[config.mk]
export PLATFORM = sky130hd
export DESIGN_NAME = vsel_top
export DESIGN_NICKNAME = d
export VERILOG_FILES = /design/src/design/vsel_pkg.sv /design/src/design/vsel_top.sv
export SDC_FILE = /design/constraint.sdc
export NUM_CORES = 1
export LEC_CHECK = 0
export BUFFER_PORTS_ARGS = -buffer_cell sky130_fd_sc_hd__buf_4
export CORE_MARGIN = 2
export CORE_UTILIZATION = 30
export DETAILED_ROUTE_END_ITERATION = 10
export REMOVE_ABC_BUFFERS = 1
export SLEW_MARGIN = 5
export SYNTH_ARGS = -nofsm -noshare
export SYNTH_HDL_FRONTEND = slang
export SYNTH_SLANG_ARGS = --single-unit
[constraint.sdc]
create_clock -name ref_clk -period 1.3 [get_ports ref_clk]
set_input_delay 0.325 -clock ref_clk [delete_from_list [all_inputs] [get_ports ref_clk]]
set_output_delay 0.325 -clock ref_clk [all_outputs]
set_load 0.1 [all_outputs]
[src/design/vsel_pkg.sv]
// vsel_pkg: constants for the video input select and battery short block.
// assumes: register port decoded by the serial host port upstream.
package vsel_pkg;

  // ---------------------------------------------------------------
  // register offsets (user sub map)
  // ---------------------------------------------------------------
  localparam logic [7:0] ADDR_INPUT_FORMAT = 8'h00;
  localparam logic [7:0] ADDR_SENSE_A_CTRL = 8'h5D;
  localparam logic [7:0] ADDR_SENSE_B_CTRL = 8'h5E;
  localparam logic [7:0] ADDR_SHORT_STATUS = 8'h5F;

  // ---------------------------------------------------------------
  // field positions
  // ---------------------------------------------------------------
  localparam int FMT_MSB = 4;  // input_format_code [4:0]
  localparam int OFF_BIT = 6;  // comparator power down
  localparam int THR_MSB = 4;  // threshold code [4:2]
  localparam int THR_LSB = 2;

  // ---------------------------------------------------------------
  // reset values
  // ---------------------------------------------------------------
  localparam logic [4:0] FORMAT_RESET = 5'h00;
  localparam logic OFF_RESET = 1'b1;
  localparam logic [2:0] THRESHOLD_RESET = 3'h3;

  // video format classes steered to the decoder core
  typedef enum logic [2:0] {
    VSEL_FMT_CVBS,
    VSEL_FMT_YC,
    VSEL_FMT_YPBPR,
    VSEL_FMT_DIFF,
    VSEL_FMT_NONE
  } vsel_format_e;

endpackage

[src/design/vsel_top.sv]
// vsel_top: analog input routing control and battery short diagnostics.
// assumes: host port delivers one-cycle read/write strobes on ref_clk;
// comparator outputs are asynchronous to ref_clk.
//
// Function
// five bit format code at 0x00[4:0]
// unused analog inputs are powered down
// composite codes route to their single input
// luma/chroma codes route to two inputs
// component code uses inputs one to three
// differential codes route positive and negative legs
// host never writes reserved format codes
// comparator above threshold means battery short
// battery short drives active low interrupt
// status shows which sense pin tripped
// diagnostics disabled after reset
// 0x5D bit 6 powers down pin a
// 0x5D[4:2] pin a threshold, default 011
// host powers up before trusting threshold
// 0x5E bit 6 powers down pin b
// 0x5E[4:2] pin b threshold, default 011
// sticky flags hold interrupt until cleared
// comparator outputs pass two stage synchroniser
module vsel_top #(
  parameter bit SIX_INPUTS = 1'b1  // 1: six-input variant, 0: four-input
) (
  input wire logic ref_clk,
  input wire logic reset_n,
  input wire logic [7:0] reg_addr,        // register offset
  input wire logic [7:0] reg_wdata,       // write data
  input wire logic reg_write,             // one-cycle write strobe
  input wire logic reg_read,              // one-cycle read strobe
  output logic [7:0] reg_rdata,           // read data, valid next cycle
  input wire logic sense_a_compare,       // async comparator, pin a
  input wire logic sense_b_compare,       // async comparator, pin b
  output logic [5:0] analog_input_power,  // 1 = input channel powered
  output logic [2:0] video_format,        // vsel_format_e value
  output logic format_reserved,           // selected code is reserved
  output logic sense_a_comparator_off,
  output logic [2:0] sense_a_threshold_code,
  output logic sense_b_comparator_off,
  output logic [2:0] sense_b_threshold_code,
  output logic interrupt_request_n
);

  // ---------------------------------------------------------------
  // state
  // ---------------------------------------------------------------
  logic [4:0] input_format_code, next_input_format_code;  // format code
  logic next_a_off, next_b_off;
  logic [2:0] next_a_thr, next_b_thr;
  logic [1:0] short_flag, next_short_flag;  // battery_short, bit0 = pin a
  logic [1:0] sync_first, sync_second;  // first stage, settled levels
  logic [7:0] next_reg_rdata;
  logic [5:0] next_power;
  logic [2:0] next_format;
  logic next_reserved, next_irq_n;
  logic [1:0] pin_armed;  // comparator powered up per pin
  logic wr_fmt, wr_a, wr_b, wr_stat;  // decoded write strobes

  // ---------------------------------------------------------------
  // register writes
  // ---------------------------------------------------------------
  // decode and next values of the control registers
  always_comb
  begin
    wr_fmt = reg_write && (reg_addr == vsel_pkg::ADDR_INPUT_FORMAT);
    wr_a = reg_write && (reg_addr == vsel_pkg::ADDR_SENSE_A_CTRL);
    wr_b = reg_write && (reg_addr == vsel_pkg::ADDR_SENSE_B_CTRL);
    wr_stat = reg_write && (reg_addr == vsel_pkg::ADDR_SHORT_STATUS);
    next_input_format_code = input_format_code;
    next_a_off = sense_a_comparator_off;
    next_a_thr = sense_a_threshold_code;
    next_b_off = sense_b_comparator_off;
    next_b_thr = sense_b_threshold_code;
    if (wr_fmt)
    begin
      // only the low five bits are stored
      next_input_format_code = reg_wdata[vsel_pkg::FMT_MSB:0];
    end
    if (wr_a)
    begin
      next_a_off = reg_wdata[vsel_pkg::OFF_BIT];
      next_a_thr = reg_wdata[vsel_pkg::THR_MSB:vsel_pkg::THR_LSB];
    end
    if (wr_b)
    begin
      next_b_off = reg_wdata[vsel_pkg::OFF_BIT];
      next_b_thr = reg_wdata[vsel_pkg::THR_MSB:vsel_pkg::THR_LSB];
    end
  end

  // control register storage; comparators start powered down
  always_ff @(posedge ref_clk)
  begin
    if (!reset_n)
    begin
      input_format_code <= vsel_pkg::FORMAT_RESET;
      sense_a_comparator_off <= vsel_pkg::OFF_RESET;
      sense_a_threshold_code <= vsel_pkg::THRESHOLD_RESET;
      sense_b_comparator_off <= vsel_pkg::OFF_RESET;
      sense_b_threshold_code <= vsel_pkg::THRESHOLD_RESET;
    end
    else
    begin
      input_format_code <= next_input_format_code;
      sense_a_comparator_off <= next_a_off;
      sense_a_threshold_code <= next_a_thr;
      sense_b_comparator_off <= next_b_off;
      sense_b_threshold_code <= next_b_thr;
    end
  end

  // ---------------------------------------------------------------
  // input routing
  // ---------------------------------------------------------------
  // map format code to powered channels and format class
  always_comb
  begin
    next_power = 6'h00;
    next_format = vsel_pkg::VSEL_FMT_NONE;
    // unlisted and variant-reserved codes leave every channel off
    case (input_format_code)
      5'h00:
      begin
        next_power = 6'h01;
        next_format = vsel_pkg::VSEL_FMT_CVBS;
      end
      5'h01:
      begin
        next_power = 6'h02;
        next_format = vsel_pkg::VSEL_FMT_CVBS;
      end
      5'h02, 5'h03:
      begin
        // input 3 or 4; reserved on the four-input part
        next_power = (input_format_code[0]) ? 6'h08 : 6'h04;
        next_power = SIX_INPUTS ? next_power : 6'h00;
        next_format = SIX_INPUTS ? vsel_pkg::VSEL_FMT_CVBS
                                 : vsel_pkg::VSEL_FMT_NONE;
      end
      5'h06, 5'h07:
      begin
        // inputs 3/4 on four-input part, 5/6 on six-input part
        next_power = (input_format_code[0]) ? 6'h08 : 6'h04;
        next_power = SIX_INPUTS ? (next_power << 2) : next_power;
        next_format = vsel_pkg::VSEL_FMT_CVBS;
      end
      5'h08:
      begin
        next_power = 6'h03;
        next_format = vsel_pkg::VSEL_FMT_YC;
      end
      5'h09:
      begin
        next_power = SIX_INPUTS ? 6'h0C : 6'h00;
        next_format = SIX_INPUTS ? vsel_pkg::VSEL_FMT_YC
                                 : vsel_pkg::VSEL_FMT_NONE;
      end
      5'h0B:
      begin
        next_power = SIX_INPUTS ? 6'h30 : 6'h0C;
        next_format = vsel_pkg::VSEL_FMT_YC;
      end
      5'h0C:
      begin
        next_power = SIX_INPUTS ? 6'h07 : 6'h00;
        next_format = SIX_INPUTS ? vsel_pkg::VSEL_FMT_YPBPR
                                 : vsel_pkg::VSEL_FMT_NONE;
      end
      5'h0E:
      begin
        next_power = 6'h03;
        next_format = vsel_pkg::VSEL_FMT_DIFF;
      end
      5'h0F:
      begin
        next_power = SIX_INPUTS ? 6'h0C : 6'h00;
        next_format = SIX_INPUTS ? vsel_pkg::VSEL_FMT_DIFF
                                 : vsel_pkg::VSEL_FMT_NONE;
      end
      5'h11:
      begin
        next_power = SIX_INPUTS ? 6'h30 : 6'h0C;
        next_format = vsel_pkg::VSEL_FMT_DIFF;
      end
      default:
      begin
        next_power = 6'h00;
        next_format = vsel_pkg::VSEL_FMT_NONE;
      end
    endcase
    next_reserved = (next_format == vsel_pkg::VSEL_FMT_NONE);
  end

  // routing outputs registered
  always_ff @(posedge ref_clk)
  begin
    if (!reset_n)
    begin
      analog_input_power <= 6'h00;
      video_format <= vsel_pkg::VSEL_FMT_NONE;
      format_reserved <= 1'b0;
    end
    else
    begin
      analog_input_power <= next_power;
      video_format <= next_format;
      format_reserved <= next_reserved;
    end
  end

  // ---------------------------------------------------------------
  // battery short diagnostics
  // ---------------------------------------------------------------
  // sticky flags: set wins over a write-one clear in the same cycle
  always_comb
  begin
    pin_armed = {~sense_b_comparator_off, ~sense_a_comparator_off};
    next_short_flag = short_flag;
    if (wr_stat)
    begin
      next_short_flag = short_flag & ~reg_wdata[1:0];
    end
    // exceedance while powered counts as a battery_short
    next_short_flag = next_short_flag | (sync_second & pin_armed);
    next_irq_n = ~(|next_short_flag);
  end

  // synchroniser and flag storage
  always_ff @(posedge ref_clk)
  begin
    if (!reset_n)
    begin
      sync_first <= 2'h0;
      sync_second <= 2'h0;
      short_flag <= 2'h0;
      interrupt_request_n <= 1'b1;
    end
    else
    begin
      sync_first <= {sense_b_compare, sense_a_compare};
      sync_second <= sync_first;
      short_flag <= next_short_flag;
      interrupt_request_n <= next_irq_n;
    end
  end

  // ---------------------------------------------------------------
  // register reads
  // ---------------------------------------------------------------
  // read mux; unmapped offsets read zero
  always_comb
  begin
    next_reg_rdata = reg_rdata;
    if (reg_read)
    begin
      case (reg_addr)
        vsel_pkg::ADDR_INPUT_FORMAT:
        begin
          next_reg_rdata = {3'h0, input_format_code};
        end
        vsel_pkg::ADDR_SENSE_A_CTRL:
        begin
          next_reg_rdata = {1'b0, sense_a_comparator_off, 1'b0,
                            sense_a_threshold_code, 2'h0};
        end
        vsel_pkg::ADDR_SENSE_B_CTRL:
        begin
          next_reg_rdata = {1'b0, sense_b_comparator_off, 1'b0,
                            sense_b_threshold_code, 2'h0};
        end
        vsel_pkg::ADDR_SHORT_STATUS:
        begin
          next_reg_rdata = {6'h00, short_flag};
        end
        default:
        begin
          next_reg_rdata = 8'h00;
        end
      endcase
    end
  end

  // read data register
  always_ff @(posedge ref_clk)
  begin
    if (!reset_n)
    begin
      reg_rdata <= 8'h00;
    end
    else
    begin
      reg_rdata <= next_reg_rdata;
    end
  end

endmodule // vsel_top

==> results of run 1 <==
==> final cells by class <==
type                            instances  area [um^2]
Tap cell                               70        87.58
Sequential cell                        36        724.4
Inverter                                3        11.26
Timing Repair Buffer                   65        521.8
Clock buffer                            8        90.09
Fill cell                             513         2855
Multi-Input combinational cell        130        817.0
==> worst reg2reg max path: stages (launching register included) <==
cell and delay, ns:
dfxtp_1 0.36, buf_4 0.16, xnor2_2 0.14, and2_1 0.16, o21ai_0 0.17, a21oi_1 0.08
==> flip-flops by register name, summed over array words and instances, names as in the netlist <==
signal / flops
sense_b_threshold_code: 3
video_format: 3
sense_b_comparator_off: 1
short_flag: 2
sense_a_comparator_off: 1
sync_second: 2
format_reserved: 1
sense_a_threshold_code: 3
analog_input_power: 6
sync_first: 2
interrupt_request_n: 1
input_format_code: 5
reg_rdata: 6
==> synthesized netlist by cell type, types with 4 or more instances <==
master and instances:
and2_1 7, o21ai_1 6, dfxtp_1 36, clkbuf_1 5
mux2i_1 6, buf_2 5, nor2_1 4, o21ai_0 6
nand3_1 13, nor3_1 4, nand2_1 23, a21boi_0 6
nand2b_1 5, nor2b_1 9, nand4_1 5
==> placed cells by master (no fill, tap or decap), drive strengths merged, types with 2 or more instances in the layout <==
master,instances
o41ai,2
a31oi,2
nand4,5
nand3,13
inv,3
and2,7
nand2,23
clkbuf,8
nor2b,10
a22oi,3
a21oi,3
and3,3
conb,2
mux2i,6
nand2b,5
nor3,4
nor2,5
a21boi,7
a22o,2
o21ai,12
buf,65
a222oi,2
nand3b,3
and4,2
dfxtp,36
==> through the flow <==
step	worst slack, ns	hold slack (ns)	TNS, ns
after floorplan	-0.2036	0.3869	-0.8267
after global placement	-0.1949	0.4130	-2.053
after detailed placement	-0.2087	0.4179	-2.368
after CTS	0.003723	0.2356	0
after global routing	0.004299	0.2434	0
final	0.03448	0.2431	0
==> logic make-up (layout without fill, tap and decap cells) <==
group | after synthesis | in the layout
AND/OR/NAND/NOR | 84 | 84
AO/OA/AOI/OAI | 36 | 36
flip-flops | 36 | 36
buffers and inverters | 16 | 76
multiplexers | 6 | 6
XOR/XNOR | 2 | 2
other | 1 | 2
==> layer usage <==
metal  GRT usage  vias up
li1            -      753
met1      0.1597      671
met2      0.2158       44
met3     0.04353        9
met4     0.08545        0
met5           0        -
==> where the power goes <==
group          internal (mW)  switching [mW]  total (mW)
Sequential              1.12         0.00424        1.12
Combinational         0.0849           0.150       0.235
Clock                  0.432           0.373       0.805
==> worst paths after layout <==
path	startpoint	endpoint	slack, ns	cells after the start
setup / recovery	sense_a_threshold_code[1]	sense_a_threshold_code[1]	0.03	1
hold / removal	sense_b_compare	sync_first[1]	0.24	2
hold reg to reg	sync_first[0]	sync_second[0]	0.43	1
setup reg to reg	input_format_code[2]	analog_input_power[2]	0.13	5
==> repair_timing <==
item | in CTS | in global routing
endpoints found under the setup margin | 5 | 11
setup buffers | 0 | 0
pin swaps | 0 | 0
resized for setup | 5 | 10
cloned | 0 | 0
==> run metrics, run 1 <==
CP Launch Type=register; Worst-Skew Late Latency=0.29 ns; Primary FF master, synth=dfxtp_1; # IOs=49; clk buf depth=2; asr flop ratio synth=0; post-DP HPWL=2819 um; Arr. time, crit path=0.94 ns; area leader, netlist=dfxtp_1; Initial Util=0.3116; RSZ-0062 raised after global routing=no; Worst Path Buf+Inv=1; core area=0.005107 mm^2; grt ovf=0; TritonCTS clock tree=done; Nets=263; CP max stage delay=0.35 ns; met2 wire length=1750 um; Simple-Gate Fraction of Synth Area=0.2877; Final Hold Vio Count=0; Layout Cell Area excl Fill=0.002252 mm^2; final worst path period share=0.9735; Leak=0.9558 nW; crit path cell chain=buf_4; DP Area=0.002101 mm^2; Clock Skews=0.002855 ns; Max Cap Viol=0; CTS Hold Bufs=0; Post-Route WL=3703 um; dpl cells=304; pin count of the biggest net entering global routing=24; vias in the first global route=1394; RePlAce Congestion=0.7998; Slew Viols, Final=0; top cell family by delay on the critical path=flip-flops; slowest CP cell=dfxtp_1; cell area power density=958.9 mW/mm^2; Layout area overhead=41.51%; sequential area share after synthesis=0.4528; Top Layer Used=met4; mux cell area share after synthesis=0.03774; CP Capture Type=output pin; root buffer cell=clkbuf_8; Crit Path Class=reg -> out; Synth Instances=181; synthesized cell area=0.001592 mm^2; diodes inserted=0; Post-Synth Adder-Cell Area=0; Die Y=76.84 um; global-route wire length before repair=6375 um; H-tree levels=2; top area cells in the synthesized netlist=dfxtp_1 (45%), nand2_1 (5.4%), nand3_1 (4.1%), mux2i_1 (3.8%), nor2b_1 (3.5%); Via-to-Cell Ratio=4.734; Tmin final=1.266 ns; Final Util=0.4410; drt first pass iters=4; DRT iter0 DRCs=37; Yosys reg bits=36; metal3 WL=246 um; Port Buf Inserts=44; post-route DRC violation count=0; Synth cell types=40; Tot Pwr=2.160 mW; # rows=26; final setup vio count=0; clock transition at the registers of the reported paths=0.06 ns; M1 WL=1609 um; via count=1477; fraction of layout cells with a size suffix above 1=0.3347; die area=0.005904 mm^2; largest family of logic cells by synthesized area=simple AND/OR/NAND/NOR gates; CP Max Fanout=3; Compound-Gate Fraction of Synth Area=0.1572; Total GRT Usage=0.1365; initial antenna violation count=0; worst hold path class=in -> reg; Die Wd=76.84 um; FMAX=790.2 MHz; DR WL/cell=11.87 um; ANT nets after route=0; TritonCTS Buffers=5; post-synth top area share=0.4528; status=finished, final reports clean; WP data required=0.98 ns; maximum vdd drop=0.5158 mV; clock sinks=36; fin cells=312; Post-synth EDFFs=0; Syn Area/Cell=8.793 um^2; Post-Synth XOR/XNOR Area=0.01101; Yosys Warn Count=0
Power figures use the tool's default switching activity.
==> inputs of run 2 (changes only) <==
--- a/config.mk
+++ b/config.mk
@@ -6,6 +6,7 @@
 export NUM_CORES = 1
 export LEC_CHECK = 0
 export BUFFER_PORTS_ARGS = -buffer_cell sky130_fd_sc_hd__buf_4
+export CORE_ASPECT_RATIO = 0.5
 export CORE_MARGIN = 2
 export CORE_UTILIZATION = 30
 export DETAILED_ROUTE_END_ITERATION = 10
==> run metrics, run 2 (synthesis results as in run 1) <==
status=finished, final reports clean; Comb pwr share=0.115 (+0.006); CP Capture Type=output pin; DRT iter0 DRCs=99 (+170%); clock transition at the registers of the reported paths=0.07 ns (about the same); Crit Path Class=reg -> out; Layout area overhead=40.09%; R2R cell count=4 (-1); clk buf depth=2 (unchanged); H-tree levels=2 (unchanged); Die Y=55.51 um (-28%); sequential share of power=0.535 (+0.016); most common cell after layout, fill and taps aside=buf_4; worst reg2reg endpoint=video_format[0]; Initial Util=0.3169 (+0.005279); global-route wire length before repair=6444 um (+1.1%); pin count of the biggest net entering global routing=21 (-13%); maximum vdd drop=0.3661 mV (-29%); Max Cap Viol=0 (unchanged); CP Launch Type=register; final setup vio count=0 (unchanged); dpl cells=305 (+0.33%); top cell family by delay on the critical path=flip-flops; grt ovf=0 (unchanged); RSZ-0062 raised after global routing=no; via count=1456 (-1.4%); min-delay src=sense_a_compare; Net Sw Frac=0.2497 (+0.005439); RePlAce Congestion=0.8231 (+2.9%); crit path cell chain=buf_6; Die Wd=107.0 um (+39%); drt first pass iters=4 (unchanged); commonest non-fill, non-tap cells in the layout=buf_4 (57), dfxtp_1 (33), nand2_1 (23); diodes inserted=0 (unchanged); Nets=264 (+0.38%); worst hold path depth=2 (unchanged); Slew Viols, Final=0 (unchanged); Port Buf Inserts=44 (unchanged); Final Util=0.4439 (+0.002986); # IOs=49 (unchanged); fraction of layout cells with a size suffix above 1=0.3347 (unchanged); Int Pwr=1.569 mW (-3.9%); post-route DRC violation count=0 (unchanged); Tmin final=1.261 ns (-0.005025 ns); FMAX=793.3 MHz (+0.40%); WP data required=0.98 ns (about the same); vias in the first global route=1347 (-3.4%); clock network fraction of total power=0.350 (-0.023); TritonCTS clock tree=done; post-DP HPWL=2938 um (+4.2%); Largest regs=analog_input_power (6), reg_rdata (6), input_format_code (5); final worst path period share=0.9696 (-0.003865); P_sw=522.1 uW (-1.0%); Post-Route WL=3856 um (+4.1%); Via-to-Cell Ratio=4.667 (-1.4%); Clock Skews=0.005947 ns (+0.003092 ns); slowest CP cell=dfxtp_1; Worst Path Buf+Inv=1 (unchanged); CP Max Fanout=4 (+1); Worst-Skew Late Latency=0.28 ns (about the same); Arr. time, crit path=0.94 ns (about the same); Reg2Reg Setup Slack=0.17 ns (+0.04 ns); root buffer cell=clkbuf_8; # rows=18 (-31%); die area=0.005939 mm^2 (+0.60%); Total GRT Usage=0.1398 (+0.003305); clock sinks=36 (unchanged); TritonCTS Buffers=5 (unchanged); CP max stage delay=0.40 ns (+0.05 ns); RR Startpoint=input_format_code[1]; initial antenna violation count=0 (unchanged); fin cells=312 (unchanged); core area=0.005022 mm^2 (-1.7%); Final Hold Vio Count=0 (unchanged); DR WL/cell=12.36 um (+4.1%); cell area power density=937.9 mW/mm^2 (-2.2%); Leak=0.9551 nW (about the same); ANT nets after route=0 (unchanged); worst hold path class=in -> reg; Hold Crit Endpoint=sync_first[0]
run 2: area by class of cell:
cell class              count  area, um^2
fillers                   506        2793
multi-input cells         130       795.8
flip-flops and latches     36       724.4
repair buffers             66       533.0
well taps                  70       87.58
clock buffers               6       72.57
inverters                   3       11.26
clock inverters             1       5.005
run 2: layer usage:
layer,vias to the layer above,global-route usage,part of all wire
li1,757,-,-
met4,0,0.06122,0.014
met3,5,0.03542,0.041
met1,670,0.1795,0.47
met2,24,0.2229,0.47
met5,-,0,0
run 2: power groups by stage:
stage / clock (mW) / combinational [mW] / sequential [mW]
2_1_floorplan: 0 / 0.0650 / 1.19
3_3_place_gp: 0 / 0.235 / 1.14
3_5_place_dp: 0 / 0.240 / 1.14
4_1_cts: 0.768 / 0.240 / 1.12
5_1_grt: 0.809 / 0.256 / 1.12
6_report: 0.731 / 0.240 / 1.12
run 2: what timing repair did:
action | CTS | global route
resized for setup | 4 | 10
hold buffers | 0 | 0
buffers inserted | 0 | 0
endpoints found under the setup margin | 4 | 11
run 2: worst max path at each step:
| stage | start | to | cells past startpoint | slack, ns |
|---|---|---|---|---|
| 6_report | sense_a_comparator_off | sense_a_comparator_off | 1 | 0.04 |
| 3_5_place_dp | reg_addr[5] | short_flag[0] | 5 | -0.20 |
| 3_3_place_gp | reg_addr[5] | short_flag[0] | 5 | -0.16 |
| 5_1_grt | sense_a_comparator_off | sense_a_comparator_off | 1 | 0.002 |
| 4_1_cts | sense_a_threshold_code[0] | sense_a_threshold_code[0] | 1 | 0.0005 |
| 2_1_floorplan | sense_a_threshold_code[0] | reg_rdata[2] | 3 | -0.20 |
run 2: worst reg2reg max path: cells and delay by family (launching register included):
kind / cells / cell delay, ns
flip-flops: 1 / 0.37
AND/OR/NAND/NOR: 2 / 0.44
AO/OA/AOI/OAI: 2 / 0.28
run 2: through the flow:
stage | TNS, ns | instance area, um^2 | setup WS [ns] | hold slack (ns) | total power, mW
6_report | 0 | 2230 | 0.03950 | 0.2444 | 2.091
2_1_floorplan | -0.8267 | 1525 | -0.2036 | 0.3869 | 1.260
5_1_grt | 0 | 2230 | 0.002437 | 0.2434 | 2.186
3_3_place_gp | -1.790 | 2108 | -0.1578 | 0.4171 | 1.379
4_1_cts | 0 | 2201 | 0.0005388 | 0.2353 | 2.127
3_5_place_dp | -2.244 | 2108 | -0.2009 | 0.4211 | 1.384
==> inputs of run 3 (changes only) <==
--- a/config.mk
+++ b/config.mk
@@ -5,11 +5,13 @@
 export SDC_FILE = /design/constraint.sdc
 export NUM_CORES = 1
 export LEC_CHECK = 0
+export ABC_AREA = 1
 export BUFFER_PORTS_ARGS = -buffer_cell sky130_fd_sc_hd__buf_4
 export CORE_ASPECT_RATIO = 0.5
 export CORE_MARGIN = 2
-export CORE_UTILIZATION = 30
+export CORE_UTILIZATION = 45
 export DETAILED_ROUTE_END_ITERATION = 10
+export PLACE_DENSITY = 0.74
 export REMOVE_ABC_BUFFERS = 1
 export SLEW_MARGIN = 5
 export SYNTH_ARGS = -nofsm -noshare
==> run metrics, run 3 <==
status=finished, final reports clean; Slew Viols, Final=0 (unchanged); CTS Hold Bufs=0 (unchanged); min-delay src=sense_a_compare; CP Launch Type=register; initial antenna violation count=0 (unchanged); WP data required=0.98 ns (about the same); Clock Skews=0.004790 ns (-0.001158 ns); grt ovf=0 (unchanged); top cell family by delay on the critical path=flip-flops; Total Neg Setup Slack=0 ns (unchanged); Port Buf Inserts=44 (unchanged); worst hold path depth=3 (+1); DR WL/cell=10.84 um (-12%); crit path cell chain=buf_4; Nets=294 (+11%); Final Util=0.6176 (+0.1736); post-DP HPWL=2716 um (-7.6%); RePlAce Congestion=0.8796 (+6.9%); PnR worst setup slack=0.02848 ns (-0.01102 ns); fin cells=323 (+3.5%); CP max stage delay=0.36 ns (-0.04 ns); Post-Route WL=3500 um (-9.2%); RSZ-0062 raised after global routing=no; area leader, netlist=dfxtp_1; global-route wire length before repair=5651 um (-12%); Synth Instances=219 (+21%); sequential area share after synthesis=0.4500 (-0.002830); post-route DRC violation count=0 (unchanged); top cells by count, synth=nand2_1 (52), dfxtp_1 (36), nor2_1 (24); ANT nets after route=0 (unchanged); TritonCTS clock tree=done; Max Cap Viol=0 (unchanged); top area cells in the synthesized netlist=dfxtp_1 (45%), nand2_1 (12%), nand3_1 (5.6%), nor2_1 (5.6%), inv_1 (5.4%); Worst Path Buf+Inv=1 (unchanged); cell area power density=970.3 mW/mm^2 (+3.4%); clock transition at the registers of the reported paths=0.07 ns (about the same); TritonCTS Buffers=5 (unchanged); H-tree levels=2 (unchanged); via count=1506 (+3.4%); fraction of layout cells with a size suffix above 1=0.3088 (-0.02589); diodes inserted=0 (unchanged); worst hold path class=in -> reg; asr flop ratio synth=0 (unchanged); synthesized cell area=0.001602 mm^2 (+0.63%); Final Hold Vio Count=0 (unchanged); dpl cells=316 (+3.6%); FMAX=786.5 MHz (-0.87%); clock sinks=36 (unchanged); CP Max Fanout=3 (-1); core area=0.003416 mm^2 (-32%); hold slack=0.2179 ns (-0.02651 ns); # IOs=49 (unchanged); Synth cell types=28 (-30%); most common cell after layout, fill and taps aside=nand2_1; Hold Crit Endpoint=sync_first[0]; slowest CP cell=dfxtp_1; final setup vio count=0 (unchanged); Yosys reg bits=36 (unchanged); Via-to-Cell Ratio=4.663 (about the same); Syn Area/Cell=7.313 um^2 (-17%); maximum vdd drop=0.4252 mV (+16%); Arr. time, crit path=0.95 ns (about the same); Total GRT Usage=0.1850 (+0.04513); clk buf depth=2 (unchanged); Primary FF master, synth=dfxtp_1; Post-synth EDFFs=0 (unchanged); Die Wd=88.37 um (-17%); DP Area=0.002013 mm^2 (-4.5%); drt first pass iters=4 (unchanged); Largest regs=analog_input_power (6), reg_rdata (6), input_format_code (5); # rows=15 (-3); Tmin final=1.272 ns (+0.01102 ns); Crit Path Class=reg -> out; Reg2Reg Setup Slack=0.12 ns (-0.05 ns); RR Startpoint=input_format_code[1]; root buffer cell=clkbuf_8; post-synth top area share=0.4500 (-0.002830); DRT iter0 DRCs=44 (-56%); Yosys Warn Count=0 (unchanged); worst reg2reg endpoint=format_reserved; pin count of the biggest net entering global routing=23 (+9.5%); fillcell total=325 (-36%); vias in the first global route=1295 (-3.9%); Leak=1.011 nW (+5.8%); Tot Pwr=2.047 mW (-2.1%); CP Capture Type=output pin; Layout Cell Area excl Fill=0.002110 mm^2 (-5.4%); Layout area overhead=31.72%; final worst path period share=0.9781 (+0.008477); Place WS=-0.009980 ns (+0.1909 ns); Worst-Skew Late Latency=0.28 ns (about the same); most numerous cell in the Yosys netlist=nand2_1; die area=0.004081 mm^2 (-31%); Die Y=46.19 um (-17%); commonest non-fill, non-tap cells in the layout=nand2_1 (52), buf_4 (48), dfxtp_1 (33); Initial Util=0.4689 (+0.1520); R2R cell count=5 (+1)
[run 3: cell types whose count changed after synthesis, moves of 6 or more]
| cell | previous run | this run |
|---|---|---|
| a21boi_0 | 6 | 0 |
| a21oi_1 | 3 | 15 |
| and2_1 | 7 | 0 |
| inv_1 | 3 | 23 |
| mux2i_1 | 6 | 0 |
| nand2_1 | 23 | 52 |
| nor2_1 | 4 | 24 |
| nor2_4 | 0 | 6 |
| nor2b_1 | 9 | 0 |
| o21ai_0 | 6 | 12 |
[run 3: worst max path at each step]
stage,start,endpoint,slack (ns),depth (start not counted)
2_1_floorplan,sense_a_comparator_off,short_flag[0],-0.21,4
3_3_place_gp,reg_addr[7],reg_rdata[4],0.02,9
3_5_place_dp,reg_addr[7],reg_rdata[3],-0.01,9
4_1_cts,sense_b_threshold_code[2],sense_b_threshold_code[2],0.004,1
5_1_grt,sense_a_threshold_code[1],sense_a_threshold_code[1],0.001,1
6_report,sense_a_threshold_code[1],sense_a_threshold_code[1],0.03,1
[run 3: power by group]
| group | total (mW) | internal (mW) | switching, mW | leakage (nW) |
|---|---|---|---|---|
| logic | 0.201 | 0.0651 | 0.136 | 0.676 |
| clock network | 0.729 | 0.364 | 0.365 | 0.0410 |
| registers | 1.12 | 1.11 | 0.00335 | 0.293 |
[run 3: final cells by class]
cell class / count / area [um^2] / area share
Sequential cell: 36 / 724.4 / 0.3434
Timing Repair Buffer: 52 / 405.4 / 0.1922
Clock inverter: 1 / 5.005 / 0.002372
Inverter: 29 / 108.9 / 0.05160
Clock buffer: 6 / 72.57 / 0.03440
Tap cell: 51 / 63.81 / 0.03025
Multi-Input combinational cell: 148 / 729.5 / 0.3458
[run 3: cell families after synthesis]
family                 count (synthesis)  share of synthesized area
AOI/OAI and AO/OA                     32                     0.1070
buffers and inverters                 36                    0.09687
DFF                                   36                     0.4500
other                                  1                   0.002342
and+or+nand+nor                      114                     0.3438
[run 3: worst min-delay path, cell delays in order]
cell and delay (ns):
buf_4 0.07, nand2_1 0.04, inv_1 0.04
[run 3: per-layer routing]
layer	vias up	routed length [um]	GRT usage
met2	44	1549	0.3098
li1	793	-	-
met5	-	0	0
met1	662	1671	0.2298
met3	7	223	0.06272
met4	0	56	0.05758
[run 3: repair_timing]
action | 4_1_cts | 5_1_grt
endpoints found under the setup margin | 1 | 11
gates resized for setup | 1 | 7
buffers inserted | 0 | 0
